`config.mk`:
```
export PLATFORM = sky130hd
export DESIGN_NAME = cpu_pc_stack_fsr_core
export DESIGN_NICKNAME = d
export VERILOG_FILES = /design/src/cpu_core_pkg.sv /design/src/cpu_pc_stack_fsr_core.sv /design/src/return_stack_mem.sv
export VERILOG_INCLUDE_DIRS = /design/src
export SDC_FILE = /design/constraint.sdc
export NUM_CORES = 1
export LEC_CHECK = 0
export BUFFER_PORTS_ARGS = -buffer_cell sky130_fd_sc_hd__buf_2
export CAP_MARGIN = 20
export CORE_ASPECT_RATIO = 0.9
export CORE_MARGIN = 3
export CORE_UTILIZATION = 54
export DETAILED_ROUTE_END_ITERATION = 6
export MAX_ROUTING_LAYER = met4
export PLACE_DENSITY = 0.84
export SLEW_MARGIN = 10
export SYNTH_ARGS = -nofsm -noshare
export SYNTH_HDL_FRONTEND = slang
export SYNTH_SLANG_ARGS = --single-unit
```
`constraint.sdc`:
```
create_clock -name clk_sys -period 7.9 [get_ports clk_sys]
set_input_delay 1.58 -clock clk_sys [delete_from_list [all_inputs] [get_ports clk_sys]]
set_output_delay 1.58 -clock clk_sys [all_outputs]
set_load 0.005 [all_outputs]
```
`src/cpu_core_params.svh`:
```
`ifndef CPU_CORE_PARAMS_SVH
`define CPU_CORE_PARAMS_SVH

// ****************************************
// program counter and program memory
// ****************************************
`define PC_WIDTH 15
`define PWORD_WIDTH 14
`define PMEM_WORDS 4096
`define PMEM_AW 12
`define PMEM_LAST 15'h0fff
`define RESET_VECTOR 15'h0000
`define IRQ_VECTOR 15'h0004

// ****************************************
// return stack
// ****************************************
`define STACK_DEPTH 16
`define STACK_AW 4
`define STACK_CW 5

// ****************************************
// indirect pointers
// ****************************************
`define PTR_WIDTH 16
`define PTR_PMEM_BIT 15
`define PM_EXTRA_CYCLES 1
`define DADDR_WIDTH 12
`define LIN_BASE 16'h2000
`define LIN_LAST 16'h29af
`define GPR_PER_BANK 80
`define GPR_FIRST 7'h20

// ****************************************
// instruction set
// ****************************************
`define INSN_COUNT 49

`endif

```
`src/cpu_core_pkg.sv`:
```
package cpu_core_pkg;

    typedef enum logic [2:0] {
        SEQ_HOLD,
        SEQ_NEXT,
        SEQ_JUMP,
        SEQ_CALL,
        SEQ_RETURN,
        SEQ_RETFIE,
        SEQ_IRQ
    } seqop_t;

    typedef enum logic [1:0] {
        IX_IDLE,
        IX_PMWAIT
    } ixstate_t;

endpackage

```
`src/cpu_pc_stack_fsr_core.sv`:
```
`timescale 1ns/1ns
`include "cpu_core_params.svh"

module cpu_pc_stack_fsr_core
    import cpu_core_pkg::*;
(
    input wire logic clk_sys,
    input wire logic resetn,
    input wire seqop_t seqOp,
    input wire logic [`PC_WIDTH-1:0] jumpTarget,
    input wire logic stackResetEnable,
    input wire logic clearStackFlags,
    input wire logic [7:0] ctxWreg,
    input wire logic [4:0] ctxStatus,
    input wire logic [4:0] ctxBsr,
    input wire logic [6:0] ctxPclath,
    input wire logic [1:0] ptrWrite,
    input wire logic ptrHighByte,
    input wire logic [7:0] ptrWdata,
    input wire logic indReq,
    input wire logic indWrite,
    input wire logic indSel,
    input wire logic [7:0] indWdata,
    input wire logic [`PWORD_WIDTH-1:0] progData,
    output logic [`PC_WIDTH-1:0] pc,
    output logic [`PMEM_AW-1:0] progAddr,
    output logic stall,
    output logic [7:0] indRdata,
    output logic indRdValid,
    output logic [`DADDR_WIDTH-1:0] dataAddr,
    output logic dataRe,
    output logic dataWe,
    output logic [7:0] dataWdata,
    output logic [`PTR_WIDTH-1:0] ptr0,
    output logic [`PTR_WIDTH-1:0] ptr1,
    output logic stack_overflow_flag,
    output logic stack_underflow_flag,
    output logic softReset,
    output logic restoreValid,
    output logic [7:0] shadowWreg,
    output logic [4:0] shadowStatus,
    output logic [4:0] shadowBsr,
    output logic [6:0] shadowPclath
);
    // ****************************************
    // decode functions
    // ****************************************
    function automatic logic [`PC_WIDTH-1:0] wrapPc(
        input logic [`PC_WIDTH-1:0] a
    );
        wrapPc = a & `PMEM_LAST;
    endfunction

    // linear window folds onto the gpr area of banks 0 to 30
    function automatic logic [`DADDR_WIDTH-1:0] dataMap(
        input logic [`PTR_WIDTH-1:0] p
    );
        logic [`PTR_WIDTH-1:0] lin;
        logic [`PTR_WIDTH-1:0] bank;
        logic [`PTR_WIDTH-1:0] offs;
        lin = p - `LIN_BASE;
        bank = lin / `PTR_WIDTH'(`GPR_PER_BANK);
        offs = lin % `PTR_WIDTH'(`GPR_PER_BANK);
        if (p >= `LIN_BASE && p <= `LIN_LAST) begin
            dataMap = {bank[4:0], `GPR_FIRST + offs[6:0]};
        end else begin
            dataMap = p[`DADDR_WIDTH-1:0];
        end
    endfunction

    // ****************************************
    // state
    // ****************************************
    logic [`STACK_CW-1:0] depth;
    logic [`PC_WIDTH-1:0] stackTop;
    ixstate_t ixState;
    logic [`PTR_WIDTH-1:0] shadowPtr0;
    logic [`PTR_WIDTH-1:0] shadowPtr1;

    // ****************************************
    // sequencing decode
    // ****************************************
    // only the flow-changing subset of the 49 reaches this block
    wire isCall = (seqOp == SEQ_CALL);
    wire isIrq = (seqOp == SEQ_IRQ);
    wire isRet = (seqOp == SEQ_RETURN) || (seqOp == SEQ_RETFIE);
    wire busy = (ixState != IX_IDLE);
    // the soft reset cycle ignores every sequencing op
    wire frozen = busy || softReset;
    wire doPush = !frozen && (isCall || isIrq);
    wire doPop = !frozen && isRet;
    wire full = (depth == `STACK_CW'(`STACK_DEPTH));
    wire empty = (depth == '0);
    wire overflowEv = doPush && full;
    wire underflowEv = doPop && empty;
    wire stackFault = stackResetEnable && (overflowEv || underflowEv);
    wire [`PC_WIDTH-1:0] pcPlus = wrapPc(pc + `PC_WIDTH'(1));
    wire [`STACK_CW-1:0] next_depth =
        (doPush && !full) ? depth + `STACK_CW'(1) :
        (doPop && !empty) ? depth - `STACK_CW'(1) : depth;
    wire [`STACK_AW-1:0] pushSlot = depth[`STACK_AW-1:0];
    wire [`STACK_AW-1:0] topSlot = next_depth[`STACK_AW-1:0] - `STACK_AW'(1);

    // ****************************************
    // program counter next value
    // ****************************************
    logic [`PC_WIDTH-1:0] next_pc;
    always_comb begin
        next_pc = pc;
        if (stackFault) begin
            next_pc = `RESET_VECTOR;
        end else if (!busy) begin
            case (seqOp)
                SEQ_NEXT: next_pc = pcPlus;
                SEQ_JUMP: next_pc = wrapPc(jumpTarget);
                SEQ_CALL: next_pc = wrapPc(jumpTarget);
                SEQ_IRQ: next_pc = `IRQ_VECTOR;
                SEQ_RETURN, SEQ_RETFIE: begin
                    // empty pop keeps running in line
                    next_pc = empty ? pcPlus : wrapPc(stackTop);
                end
                default: next_pc = pc;
            endcase
        end
    end

    return_stack_mem u_stack (
        .clk_sys(clk_sys),
        .we(doPush && !full),
        .wrAddr(pushSlot),
        .wrData(pcPlus),
        .rdAddr(topSlot),
        .rdData(stackTop)
    );

    // ****************************************
    // indirect access decode
    // ****************************************
    wire [`PTR_WIDTH-1:0] selPtr = indSel ? ptr1 : ptr0;
    wire toPmem = selPtr[`PTR_PMEM_BIT];
    wire startPm = !busy && indReq && toPmem && !indWrite;
    wire startData = !busy && indReq && !toPmem;
    wire [`PMEM_AW-1:0] pmPtrAddr = selPtr[`PMEM_AW-1:0];
    wire [`PMEM_AW-1:0] next_progAddr =
        startPm ? pmPtrAddr : next_pc[`PMEM_AW-1:0];
    wire retfieNow = !frozen && (seqOp == SEQ_RETFIE);
    wire irqNow = !frozen && isIrq;

    // ****************************************
    // registers
    // ****************************************
    always_ff @(posedge clk_sys or negedge resetn) begin
        if (!resetn) begin
            pc <= `RESET_VECTOR;
            progAddr <= '0;
            depth <= '0;
            softReset <= 1'b0;
        end else if (softReset) begin
            pc <= `RESET_VECTOR;
            progAddr <= '0;
            depth <= '0;
            softReset <= 1'b0;
        end else begin
            pc <= next_pc;
            progAddr <= next_progAddr;
            depth <= next_depth;
            softReset <= stackFault;
        end
    end

    // set wins over a clear in the same cycle
    always_ff @(posedge clk_sys or negedge resetn) begin
        if (!resetn) begin
            stack_overflow_flag <= 1'b0;
            stack_underflow_flag <= 1'b0;
        end else begin
            stack_overflow_flag <= overflowEv ||
                (stack_overflow_flag && !clearStackFlags);
            stack_underflow_flag <= underflowEv ||
                (stack_underflow_flag && !clearStackFlags);
        end
    end

    // program-memory reads hold the pipe one cycle for the word fetch
    always_ff @(posedge clk_sys or negedge resetn) begin
        if (!resetn) begin
            ixState <= IX_IDLE;
            stall <= 1'b0;
            indRdata <= '0;
            indRdValid <= 1'b0;
        end else begin
            indRdValid <= 1'b0;
            case (ixState)
                IX_IDLE: begin
                    if (startPm) begin
                        ixState <= IX_PMWAIT;
                        stall <= 1'b1;
                    end
                end
                IX_PMWAIT: begin
                    ixState <= IX_IDLE;
                    stall <= 1'b0;
                    indRdata <= progData[7:0];
                    indRdValid <= 1'b1;
                end
                default: ixState <= IX_IDLE;
            endcase
        end
    end

    // program-space writes never reach the data bus
    always_ff @(posedge clk_sys or negedge resetn) begin
        if (!resetn) begin
            dataAddr <= '0;
            dataRe <= 1'b0;
            dataWe <= 1'b0;
            dataWdata <= '0;
        end else begin
            dataRe <= startData && !indWrite;
            dataWe <= startData && indWrite;
            if (startData) begin
                dataAddr <= dataMap(selPtr);
                dataWdata <= indWdata;
            end
        end
    end

    // ****************************************
    // pointers and shadows
    // ****************************************
    genvar g;
    generate
        for (g = 0; g < 2; g++) begin : gPtr
            logic [`PTR_WIDTH-1:0] val;
            wire [`PTR_WIDTH-1:0] shadow = (g == 0) ? shadowPtr0 : shadowPtr1;
            always_ff @(posedge clk_sys or negedge resetn) begin
                if (!resetn) begin
                    val <= '0;
                end else if (retfieNow) begin
                    val <= shadow;
                end else if (ptrWrite[g] && ptrHighByte) begin
                    val[15:8] <= ptrWdata;
                end else if (ptrWrite[g]) begin
                    val[7:0] <= ptrWdata;
                end
            end
        end
    endgenerate

    assign ptr0 = gPtr[0].val;
    assign ptr1 = gPtr[1].val;

    always_ff @(posedge clk_sys or negedge resetn) begin
        if (!resetn) begin
            shadowWreg <= '0;
            shadowStatus <= '0;
            shadowBsr <= '0;
            shadowPclath <= '0;
            shadowPtr0 <= '0;
            shadowPtr1 <= '0;
            restoreValid <= 1'b0;
        end else begin
            restoreValid <= retfieNow;
            if (irqNow) begin
                shadowWreg <= ctxWreg;
                shadowStatus <= ctxStatus;
                shadowBsr <= ctxBsr;
                shadowPclath <= ctxPclath;
                shadowPtr0 <= ptr0;
                shadowPtr1 <= ptr1;
            end
        end
    end
endmodule

```
`src/return_stack_mem.sv`:
```
`timescale 1ns/1ns
`include "cpu_core_params.svh"

// ****************************************
// return address memory, registered read
// ****************************************
module return_stack_mem
    import cpu_core_pkg::*;
(
    input wire logic clk_sys,
    input wire logic we,
    input wire logic [`STACK_AW-1:0] wrAddr,
    input wire logic [`PC_WIDTH-1:0] wrData,
    input wire logic [`STACK_AW-1:0] rdAddr,
    output logic [`PC_WIDTH-1:0] rdData
);
    logic [`PC_WIDTH-1:0] mem [0:`STACK_DEPTH-1];

    always_ff @(posedge clk_sys) begin
        if (we) begin
            mem[wrAddr] <= wrData;
        end
    end

    // write-first so a call followed at once by a return sees its entry
    always_ff @(posedge clk_sys) begin
        if (we && wrAddr == rdAddr) begin
            rdData <= wrData;
        end else begin
            rdData <= mem[rdAddr];
        end
    end
endmodule
```
Word level (Yosys, flattened, before mapping)

Memories as Yosys holds them, arrays and structs flattened. A register that Yosys moved wholly into a read port is not among the register bits.
Index checks and enable logic that the tools add are counted.

Register bits: 159
Word-level logic and storage cells: 127
Memory bits (writable): 192
Input bits: 83
Memories: 1

Memory list:

| name        | words | bits a word | rd ports | clocked after Yosys merged registers in | write ports | line                   | text |
|---|---|---|---|---|---|---|---|
| u_stack.mem | 16    | 12          | 1        | 1                                       | 1           | return_stack_mem.sv:17 | `` logic [`PC_WIDTH-1:0] mem [0:`STACK_DEPTH-1]; `` |

Add/subtract/negate cells: 6
Reductions and logical operators: 49
Div/mod/pow operators: 2
Equal/unequal tests: 12
$lt $le $gt $ge: 2
Multiplexer cells: 28

Operator list:

| cell                   | count |
|---|---|
| $pmux 15 s4            | 1 |
| $mux 12                | 4 |
| $mux 16                | 3 |
| $mux 8                 | 6 |
| $mux 15                | 3 |
| $logic_and 1x1->1      | 20 |
| $div 16x7->16 const B  | 1 |
| $ge 16x14->1 const B   | 1 |
| $le 16x14->1 const B   | 1 |
| $mod 16x7->16 const B  | 1 |
| $sub 16x14->16 const B | 1 |
| $mux 5                 | 3 |
| $add 12x1->12 const B  | 1 |
| $reduce_bool 2->1      | 6 |
| $eq 3x3->1 const B     | 3 |
| $reduce_and 2->1       | 4 |
| $add 6x7->7 const A    | 1 |
| $logic_not 1->1        | 7 |
| $eq 3x2->1 const B     | 2 |
| $logic_or 1x1->1       | 6 |
| $ne 2x2->1 const B     | 3 |
| $reduce_bool 6->1      | 1 |
| $add 5x1->5 const B    | 1 |
| $eq 5x5->1 const B     | 1 |
| 12 further kinds       | 18 |

Depth between registers and ports, before layout

Gate-level depths: netlist (run 1).

Depth in word-level cells: 10
Mapped depth: 29

Cells and area by module

Synthesis (run 1) repeated with hierarchy kept, for this count alone.

Cell total of the unflattened synthesis: 1,312
Area total of the unflattened synthesis: 18,469.0 µm²

By module, submodules not included:

| module                | seq. area each (µm²) | cells each | times used | area each (µm²) |
|---|---|---|---|---|
| cpu_pc_stack_fsr_core | 3,853.7              | 917        | 1          | 9,242.6 |
| return_stack_mem      | 7,287.0              | 395        | 1          | 9,226.3 |

Least setup slack after synthesis (run 1)

Ideal clock, no wire load.

Path kind: input port to flip-flop
From: input port indSel
To: register dataAddr[6]
Buffers on the path: 5
Arrival time: 8,287 ps
Path slack: -513 ps
Cell stages on the path: 29
Library setup time: 126 ps
Cell sequence: buf_6 > buf_4 > buf_2 > buf_1 > mux2i_1 > ha_1 > xor2_1 > a21oi_1 > a2111oi_2 > a31oi_2 > and2_1 > buf_6 > o31a_1 > nor4b_1 > o211ai_1 > o211ai_2 > or3_4 > a221oi_2 > nand4_1 > maj3_2 > o2111a_2 > a22oi_1 > nor3_1 > a211oi_1 > o221ai_2 > a21oi_1 > nor2_1 > a311o_1 > a221o_1

Longest elaborated chain between the ends: 5
Elaborated cells on any way between the ends: 10
Those cells by class: add/sub (2); div (1); order compare (2); mux (2); reduce/logical (3)

RTL lines:

| element                         | line                         | text |
|---|---|---|
| from (decl)                     | cpu_pc_stack_fsr_core.sv:22  | `input wire logic indSel,` |
| $mux 16 *                       | cpu_pc_stack_fsr_core.sv:139 | `` wire [`PTR_WIDTH-1:0] selPtr = indSel ? ptr1 : ptr0; `` |
| $sub 16x14->16 (no source line) | -                            |  |
| $mod 16x7->16                   | cpu_pc_stack_fsr_core.sv:63  | `` offs = lin % `PTR_WIDTH'(`GPR_PER_BANK); `` |
| $add 6x7->7 (no source line)    | -                            |  |
| $mux 12                         | cpu_pc_stack_fsr_core.sv:64  | `` if (p >= `LIN_BASE && p <= `LIN_LAST) begin `` |
| to (signal assigned)            | cpu_pc_stack_fsr_core.sv:222 | `dataAddr <= dataMap(selPtr);` |
| to (decl)                       | cpu_pc_stack_fsr_core.sv:30  | `` output logic [`DADDR_WIDTH-1:0] dataAddr, `` |

Every way passes the cells marked *; elsewhere a longest branch is shown, timed or not.
A chain may end at the register's enable or synchronous reset.

Worst setup path in the final report (run 1)

Same ends and word-level chain as after synthesis.

==> metrics.cfg, run 1 <==
[logic_synthesis]
synthTopCellsByCount = edfxtp_1, dfrtp_1, nand2_1
syn_avg_cell_area_um2 = 13.8
ys_seq_area_share_pct = 59.5
synth.top_cell.area_share_pct = 35.4
synth_edf_count = 192
synth.area.top_cells = edfxtp_1, dfrtp_1, mux4_2
netlist_instances = 1182
ys_warn_count = 0
ys.flop_type = edfxtp_1
syn_area_mm2 = 0.0163
netlist.top_cell.by_area = edfxtp_1
ys_types = 93
synth_most_common_cell = edfxtp_1
ys_async_sr_fraction_pct = 44.0
ys_ff_latch = 350

[cts]
insertion_delay_ns = 0.51
cts_tree = done
path_clk_slew_ns = 0.06
clk_path_buf_depth = 3
h-tree-depth = 2
cts_made_buffers = 35
cts_root_buffer = clkbuf_16
cts.sinks = 350

[drt]
top_layer = met4
wl_um = 43100
drtAntennaViolNets = 0
routed-via-count = 11500
via_per_inst = 6.21
firstDrtPassIters = 5
wl_met1_um = 17400
route.met2.wl_um = 20200
routed-wl-met3_um = 4240
route.detailed.drc = 0
drtIter0Drc = 1177
wl_per_cell_um = 23.3

[finish]
stdcell_count = 1853
diodes = 0
drive_gt1_share_pct = 36.0
area_delta_synth_final_pct = 19.1
fill_cells = 2061
final_nets = 1526

[sta]
worst_pin_slew_ns = 1.16
maxSlewViolCount = 0
maxSlewHeadroom_pct = 22.5
fin_skew_ns = 0.0103
layout_setup_ws_ns = 0.272
timing.fmax_mhz = 131
hold_viol_final = 0
min_period_ns = 7.63
setup_viol = 0
post-route-period-util_pct = 96.6

[grt]
grt_pass1_wl_um = 65700
antenna_found_initial = 0
grt_use_total_pct = 27.2
grt_overflow = 0
grt_max_degree = 97
first_global_vias = 11500

[setup_path]
start_kind = input port
worstReg2RegStart = ptr0[13]
cpPeakStageDelay_ns = 0.41
required_ns = 8.29
crit_buf_inv = 5
r2r_slack_ns = 1.10
cpMostUsedCell = buf_4
crit_end = dataAddr[6]
crit_fanout = 6
path_depth = 29
r2r-end = dataAddr[6]
critical_path_class = in2reg
worstRegToRegCells = 28
slowest_stage = or3_1
cp.arrival_ns = 8.02
worstSetupStartpoint = indSel
end_kind = register
critPathTopFamily = compound AO/OA/AOI/OAI gates

[place]
port_buffers = 190
hpwl_um = 28200
dp_cells = 1784
gp_congestion = 0.855
pre_cts_slack_ns = -0.197

[hold_path]
hold_path.class = reg2reg
worstHoldStart = gPtr[0].shadow[2]

[status]
status = finished, final reports clean

[floorplan]
die_h_um = 171
dieArea_mm2 = 0.0323
ios = 203
start_util_pct = 55.6
die_w_um = 189
core_mm2 = 0.0293
rows = 59

[power]
p_leak_uw = 0.00780
power_density_mw_per_mm2 = 508
ir_drop_mv = 0.462

[flow_run]
max_cap_viol_count = 0

[flip-flops by register name, indices dropped and copies added, names as in the netlist, 7 cells and up, named ones only]
name / flops
indRdata: 8
ptr0: 16
gPtr.shadow: 32
u_stack.mem: 192
shadowWreg: 8
dataAddr: 12
pc: 12
ptr1: 16
dataWdata: 8
progAddr: 12
shadowPclath: 7
[tightest hold or removal path, stage by stage (launching register included)]
cell and delay (ns):
dfrtp_1 0.34, nand2_1 0.05, o21ai_0 0.06
[kinds of logic (layout without fill, tap and decap cells)]
logic type | after synthesis | in the layout | synth area share [%]
AO/OA/AOI/OAI | 238 | 238 | 10.2
AND/OR/NAND/NOR | 285 | 285 | 8.69
adder cells (fa/ha/maj) | 10 | 10 | 0.760
multiplexers | 198 | 198 | 17.4
other | 1 | 3 | 0.0230
XOR/XNOR | 29 | 29 | 1.60
buffers and inverters | 71 | 344 | 1.83
flip-flops | 350 | 350 | 59.5
[cells in the final DEF, fill, tap and decap left out, types with 5 or more instances in the layout]
master | synthesis | layout
xor2_1 | 10 | 10
nor3_1 | 15 | 13
xnor2_1 | 18 | 13
mux2_2 | 87 | 87
and3_1 | 17 | 16
mux2i_1 | 51 | 50
or3_1 | 6 | 6
a21oi_1 | 38 | 34
clkinv_2 | 0 | 7
clkbuf_16 | 0 | 35
nand4_1 | 7 | 7
dfrtp_1 | 154 | 154
nand2_1 | 92 | 92
nor2_1 | 63 | 61
o211ai_1 | 15 | 15
nor3_2 | 3 | 5
a221oi_1 | 7 | 7
xnor2_2 | 1 | 6
buf_4 | 4 | 80
a21oi_2 | 1 | 5
a211oi_1 | 21 | 19
clkbuf_1 | 36 | 8
edfxtp_1 | 192 | 192
buf_2 | 2 | 189
nor4_1 | 5 | 5
o21ai_1 | 4 | 5
ha_1 | 9 | 8
a31oi_1 | 8 | 8
mux4_2 | 57 | 57
a21o_1 | 8 | 8
o21ai_0 | 69 | 68
nor2b_1 | 9 | 9
nand3_1 | 22 | 22
o21a_1 | 5 | 5
and2_1 | 20 | 20
inv_1 | 11 | 11
a221o_1 | 5 | 5
[worst min path at each step]
| stage | to | slack [ns] | cells after the start |
|---|---|---|---|
| after detailed placement | ptr0[0] | 0.46 | 2 |
| after floorplan | ptr0[0] | 0.44 | 2 |
| after global placement | ptr1[2] | 0.45 | 2 |
| after global routing | ptr1[2] | 0.49 | 2 |
| final | ptr0[2] | 0.47 | 2 |
| after CTS | ptr0[2] | 0.48 | 2 |
[through the flow]
step | area, um2 | power [uW] | setup TNS [ns] | hold WS (ns) | util (%)
after floorplan | 16400 | 6190 | 0 | 0.444 | -
after global placement | 18200 | 7870 | -0.0475 | 0.451 | 62.0
after detailed placement | 18200 | 8030 | -0.280 | 0.459 | 62.0
after CTS | 19300 | 9680 | 0 | 0.478 | 65.7
after global routing | 19400 | 10500 | -0.0592 | 0.494 | 66.2
final | 19400 | 9870 | 0 | 0.475 | 66.2
[area by class of cell]
class	instances	area [um2]	share of cell area, %
well taps	396	495	2.55
clock inverters	14	149	0.767
clock buffers	46	947	4.88
repair buffers	272	1590	8.19
flip-flops and latches	350	9700	50.0
inverters	12	45.0	0.232
multi-input cells	763	6490	33.4
[power breakdown]
| part | total, uW | leakage (uW) | internal (uW) | switching [uW] |
|---|---|---|---|---|
| clock | 1620 | 0.000540 | 942 | 673 |
| combinational | 5560 | 0.00361 | 2580 | 2980 |
| sequential | 2690 | 0.00365 | 2420 | 274 |
| total | 9870 | 0.00780 | 5950 | 3920 |
[layer usage]
metal / global-route usage (%) / up-vias
met2: 41.7 / 638
met5: - / -
li1: - / 5084
met4: 8.42 / 0
met3: 6.86 / 92
met1: 36.5 / 5687
[repair_timing]
item	4_1_cts	5_1_grt
endpoints found under the setup margin	0	3
hold buffers	0	0
gates resized for setup	0	11
buffers inserted	0	5
Power figures use the tool's default switching activity.
==> run 2: changes to the inputs <==
--- a/config.mk
+++ b/config.mk
@@ -13,8 +13,9 @@
 export CORE_UTILIZATION = 54
 export DETAILED_ROUTE_END_ITERATION = 6
 export MAX_ROUTING_LAYER = met4
-export PLACE_DENSITY = 0.84
+export PLACE_DENSITY = 0.83
 export SLEW_MARGIN = 10
 export SYNTH_ARGS = -nofsm -noshare
 export SYNTH_HDL_FRONTEND = slang
+export SYNTH_HIERARCHICAL = 1
 export SYNTH_SLANG_ARGS = --single-unit
==> run 2 against run 1 <==
Via count grew 6.0%. Power increased by 5.6%. Clock power increased by 9%. Highest routed layer unchanged. Largest cell class unchanged. Setup slack better by 0.030 ns. Maximum frequency grew 0.40%. Critical path type unchanged. Wire length up 3.2%. Combinational power grew 7.2%. First-iteration DRC count rose by 6.0%. Synthesized cell count rose by 5.2%. Sequential cell count unchanged. Die area grew 2.3%.
==> metrics.cfg, run 2 <==
[drt]
routed-via-count = 12200  ; was 11500
wl_um = 44500  ; was 43100 um
drtAntennaViolNets = 0  ; unchanged
drtIter0Drc = 1248  ; was 1177
via_per_inst = 6.17  ; was 6.21
route.detailed.drc = 0  ; unchanged
firstDrtPassIters = 5  ; unchanged
wl_per_cell_um = 22.5  ; was 23.3 um

[grt]
grt.met2_usage_pct = 41.2  ; was 41.7%
antenna_found_initial = 1  ; was 0
first_global_vias = 12300  ; was 11500
grt_overflow = 0  ; unchanged
grt_max_degree = 80  ; was 97
grt_util_met3_pct = 6.97  ; was 6.86%
use_met1_pct = 36.6  ; was 36.5%
grt_most_used_layer = met2  ; unchanged
grt_use_total_pct = 27.3  ; was 27.2%
grt_pass1_wl_um = 68500  ; was 65700 um

[place]
place_area_mm2 = 0.0190  ; was 0.0182 mm2
gp_congestion = 0.904  ; was 0.855
port_buffers = 190  ; unchanged
hpwl_um = 30000  ; was 28200 um

[cts]
insertion_delay_ns = 0.53  ; was 0.51 ns
ctsHoldBuffers = 0  ; unchanged
cts.sinks = 350  ; unchanged
path_clk_slew_ns = 0.06  ; about the same
cts_tree = done  ; unchanged
cts_root_buffer = clkbuf_16  ; unchanged
cts_made_buffers = 37  ; was 35
h-tree-depth = 2  ; unchanged
clk_path_buf_depth = 3  ; unchanged

[setup_path]
crit_fanout = 7  ; was 6
required_ns = 8.33  ; was 8.29 ns
end_kind = register  ; unchanged
cpMostUsedCell = buf_4  ; unchanged
cp.arrival_ns = 8.03  ; was 8.02 ns
critical_path_class = in2reg  ; unchanged
cpPeakStageDelay_ns = 0.46  ; was 0.41 ns
start_kind = input port  ; unchanged
worstRegToRegCells = 30  ; was 28
slowest_stage = a2111oi_4  ; was or3_1
r2r_slack_ns = 1.09  ; was 1.10 ns

[floorplan]
start_util_pct = 55.3  ; was 55.6%
die_w_um = 191  ; was 189 um
core_mm2 = 0.0302  ; was 0.0293 mm2
rows = 60  ; was 59
die_h_um = 173  ; was 171 um
dieArea_mm2 = 0.0331  ; was 0.0323 mm2
ios = 203  ; unchanged

[logic_synthesis]
ys_warn_count = 6  ; was 0
netlist_instances = 1243  ; was 1182
syn_area_mm2 = 0.0167  ; was 0.0163 mm2
syn_avg_cell_area_um2 = 13.4  ; was 13.8 um2

[power]
ir_drop_mv = 0.501  ; was 0.462 mV
total_power_uw = 10400  ; was 9870 uW
p_leak_uw = 0.00824  ; was 0.00780 uW
power_density_mw_per_mm2 = 511  ; was 508 mW/mm2

[sta]
min_period_ns = 7.60  ; was 7.63 ns
maxSlewViolCount = 0  ; unchanged
worst_pin_slew_ns = 1.07  ; was 1.16 ns
setup_viol = 0  ; unchanged
fin_skew_ns = 0.0220  ; was 0.0103 ns
timing.fmax_mhz = 132  ; was 131 MHz
hold_viol_final = 0  ; unchanged
maxSlewHeadroom_pct = 28.7  ; was 22.5%
post-route-period-util_pct = 96.2  ; was 96.6%

[finish]
final_nets = 1638  ; was 1526
final_area_mm2 = 0.0204  ; was 0.0194 mm2
area_delta_synth_final_pct = 22.2  ; was 19.1%
final_common_cell = edfxtp_1  ; unchanged
multi_input_area_mm2 = 0.00684  ; was 0.00649 mm2
final_cell_mix = edfxtp_1, buf_2, dfrtp_1  ; unchanged
fill_cells = 2053  ; was 2061
top_register = u_stack/mem  ; was u_stack.mem
largest_reg_flops = 192  ; unchanged
register_area_mm2 = 0.00970  ; unchanged
drive_gt1_share_pct = 36.5  ; was 36.0%

[hold_path]
hold_depth = 2  ; unchanged
hold_path.class = reg2reg  ; unchanged

[status]
status = finished, final reports clean  ; unchanged

[flow_run]
max_cap_viol_count = 0  ; unchanged

## run 2: report_power, final
part           internal, uW  leakage [uW]  total [uW]  switching (uW)
Sequential             2410       0.00366        2700             293
Combinational          2820       0.00398        5960            3140
Clock                  1030      0.000602        1760             730
## run 2: metrics by stage
| step | utilization [%] | TNS, ns | hold slack (ns) | worst slack, ns | std cells |
|---|---|---|---|---|---|
| 5_1_grt | 67.6 | -0.0570 | 0.495 | -0.0491 | 1976 |
| 3_3_place_gp | 62.6 | 0 | 0.449 | 0.0964 | 1898 |
| 2_1_floorplan | - | 0 | 0.444 | 0.00138 | 1245 |
| 4_1_cts | 66.9 | 0 | 0.468 | 0.286 | 1965 |
| 6_report | 67.6 | 0 | 0.459 | 0.302 | 1976 |
| 3_5_place_dp | 62.8 | -0.274 | 0.464 | -0.158 | 1903 |
## run 2: final cells by class
class / instances / share of cell area (%)
antenna: 1 / 0.0123
clock buffer: 44 / 4.82
clock inverter: 18 / 1.28
inverter: 16 / 0.294
multi-input combinational: 811 / 33.5
sequential: 350 / 47.6
tap: 403 / 2.47
timing repair buffer: 333 / 10.0
## run 2: layer usage
metal	up-vias	share of wire [%]
met5	-	0
met1	5981	40
met3	112	10
met2	665	47
li1	5428	-
met4	0	3.0
## run 2: worst paths after layout
check | from | to
worst min register to register | gPtr[1].shadow[9] | ptr1[9]
max in group asynchronous | resetn | indRdata[1]
worst min-delay path | gPtr[1].shadow[9] | ptr1[9]
min in group asynchronous | resetn | dataAddr[5]
worst max register to register | ptr1[13] | dataAddr[6]
worst max-delay path | indSel | dataAddr[6]
## run 2: repair_timing
item / 4_1_cts / 5_1_grt
setup endpoints to repair: 0 / 2
resized for setup: 0 / 24
buffers inserted: 0 / 10
## run 2: worst max-delay path: cells and delay by family
kind            cells  cell delay (ns)
compound gates     17             4.16
buf+inv             7             0.93
simple gates        3             0.59
mux                 1             0.36
xor+xnor            2             0.26
fa+ha+maj           1             0.16
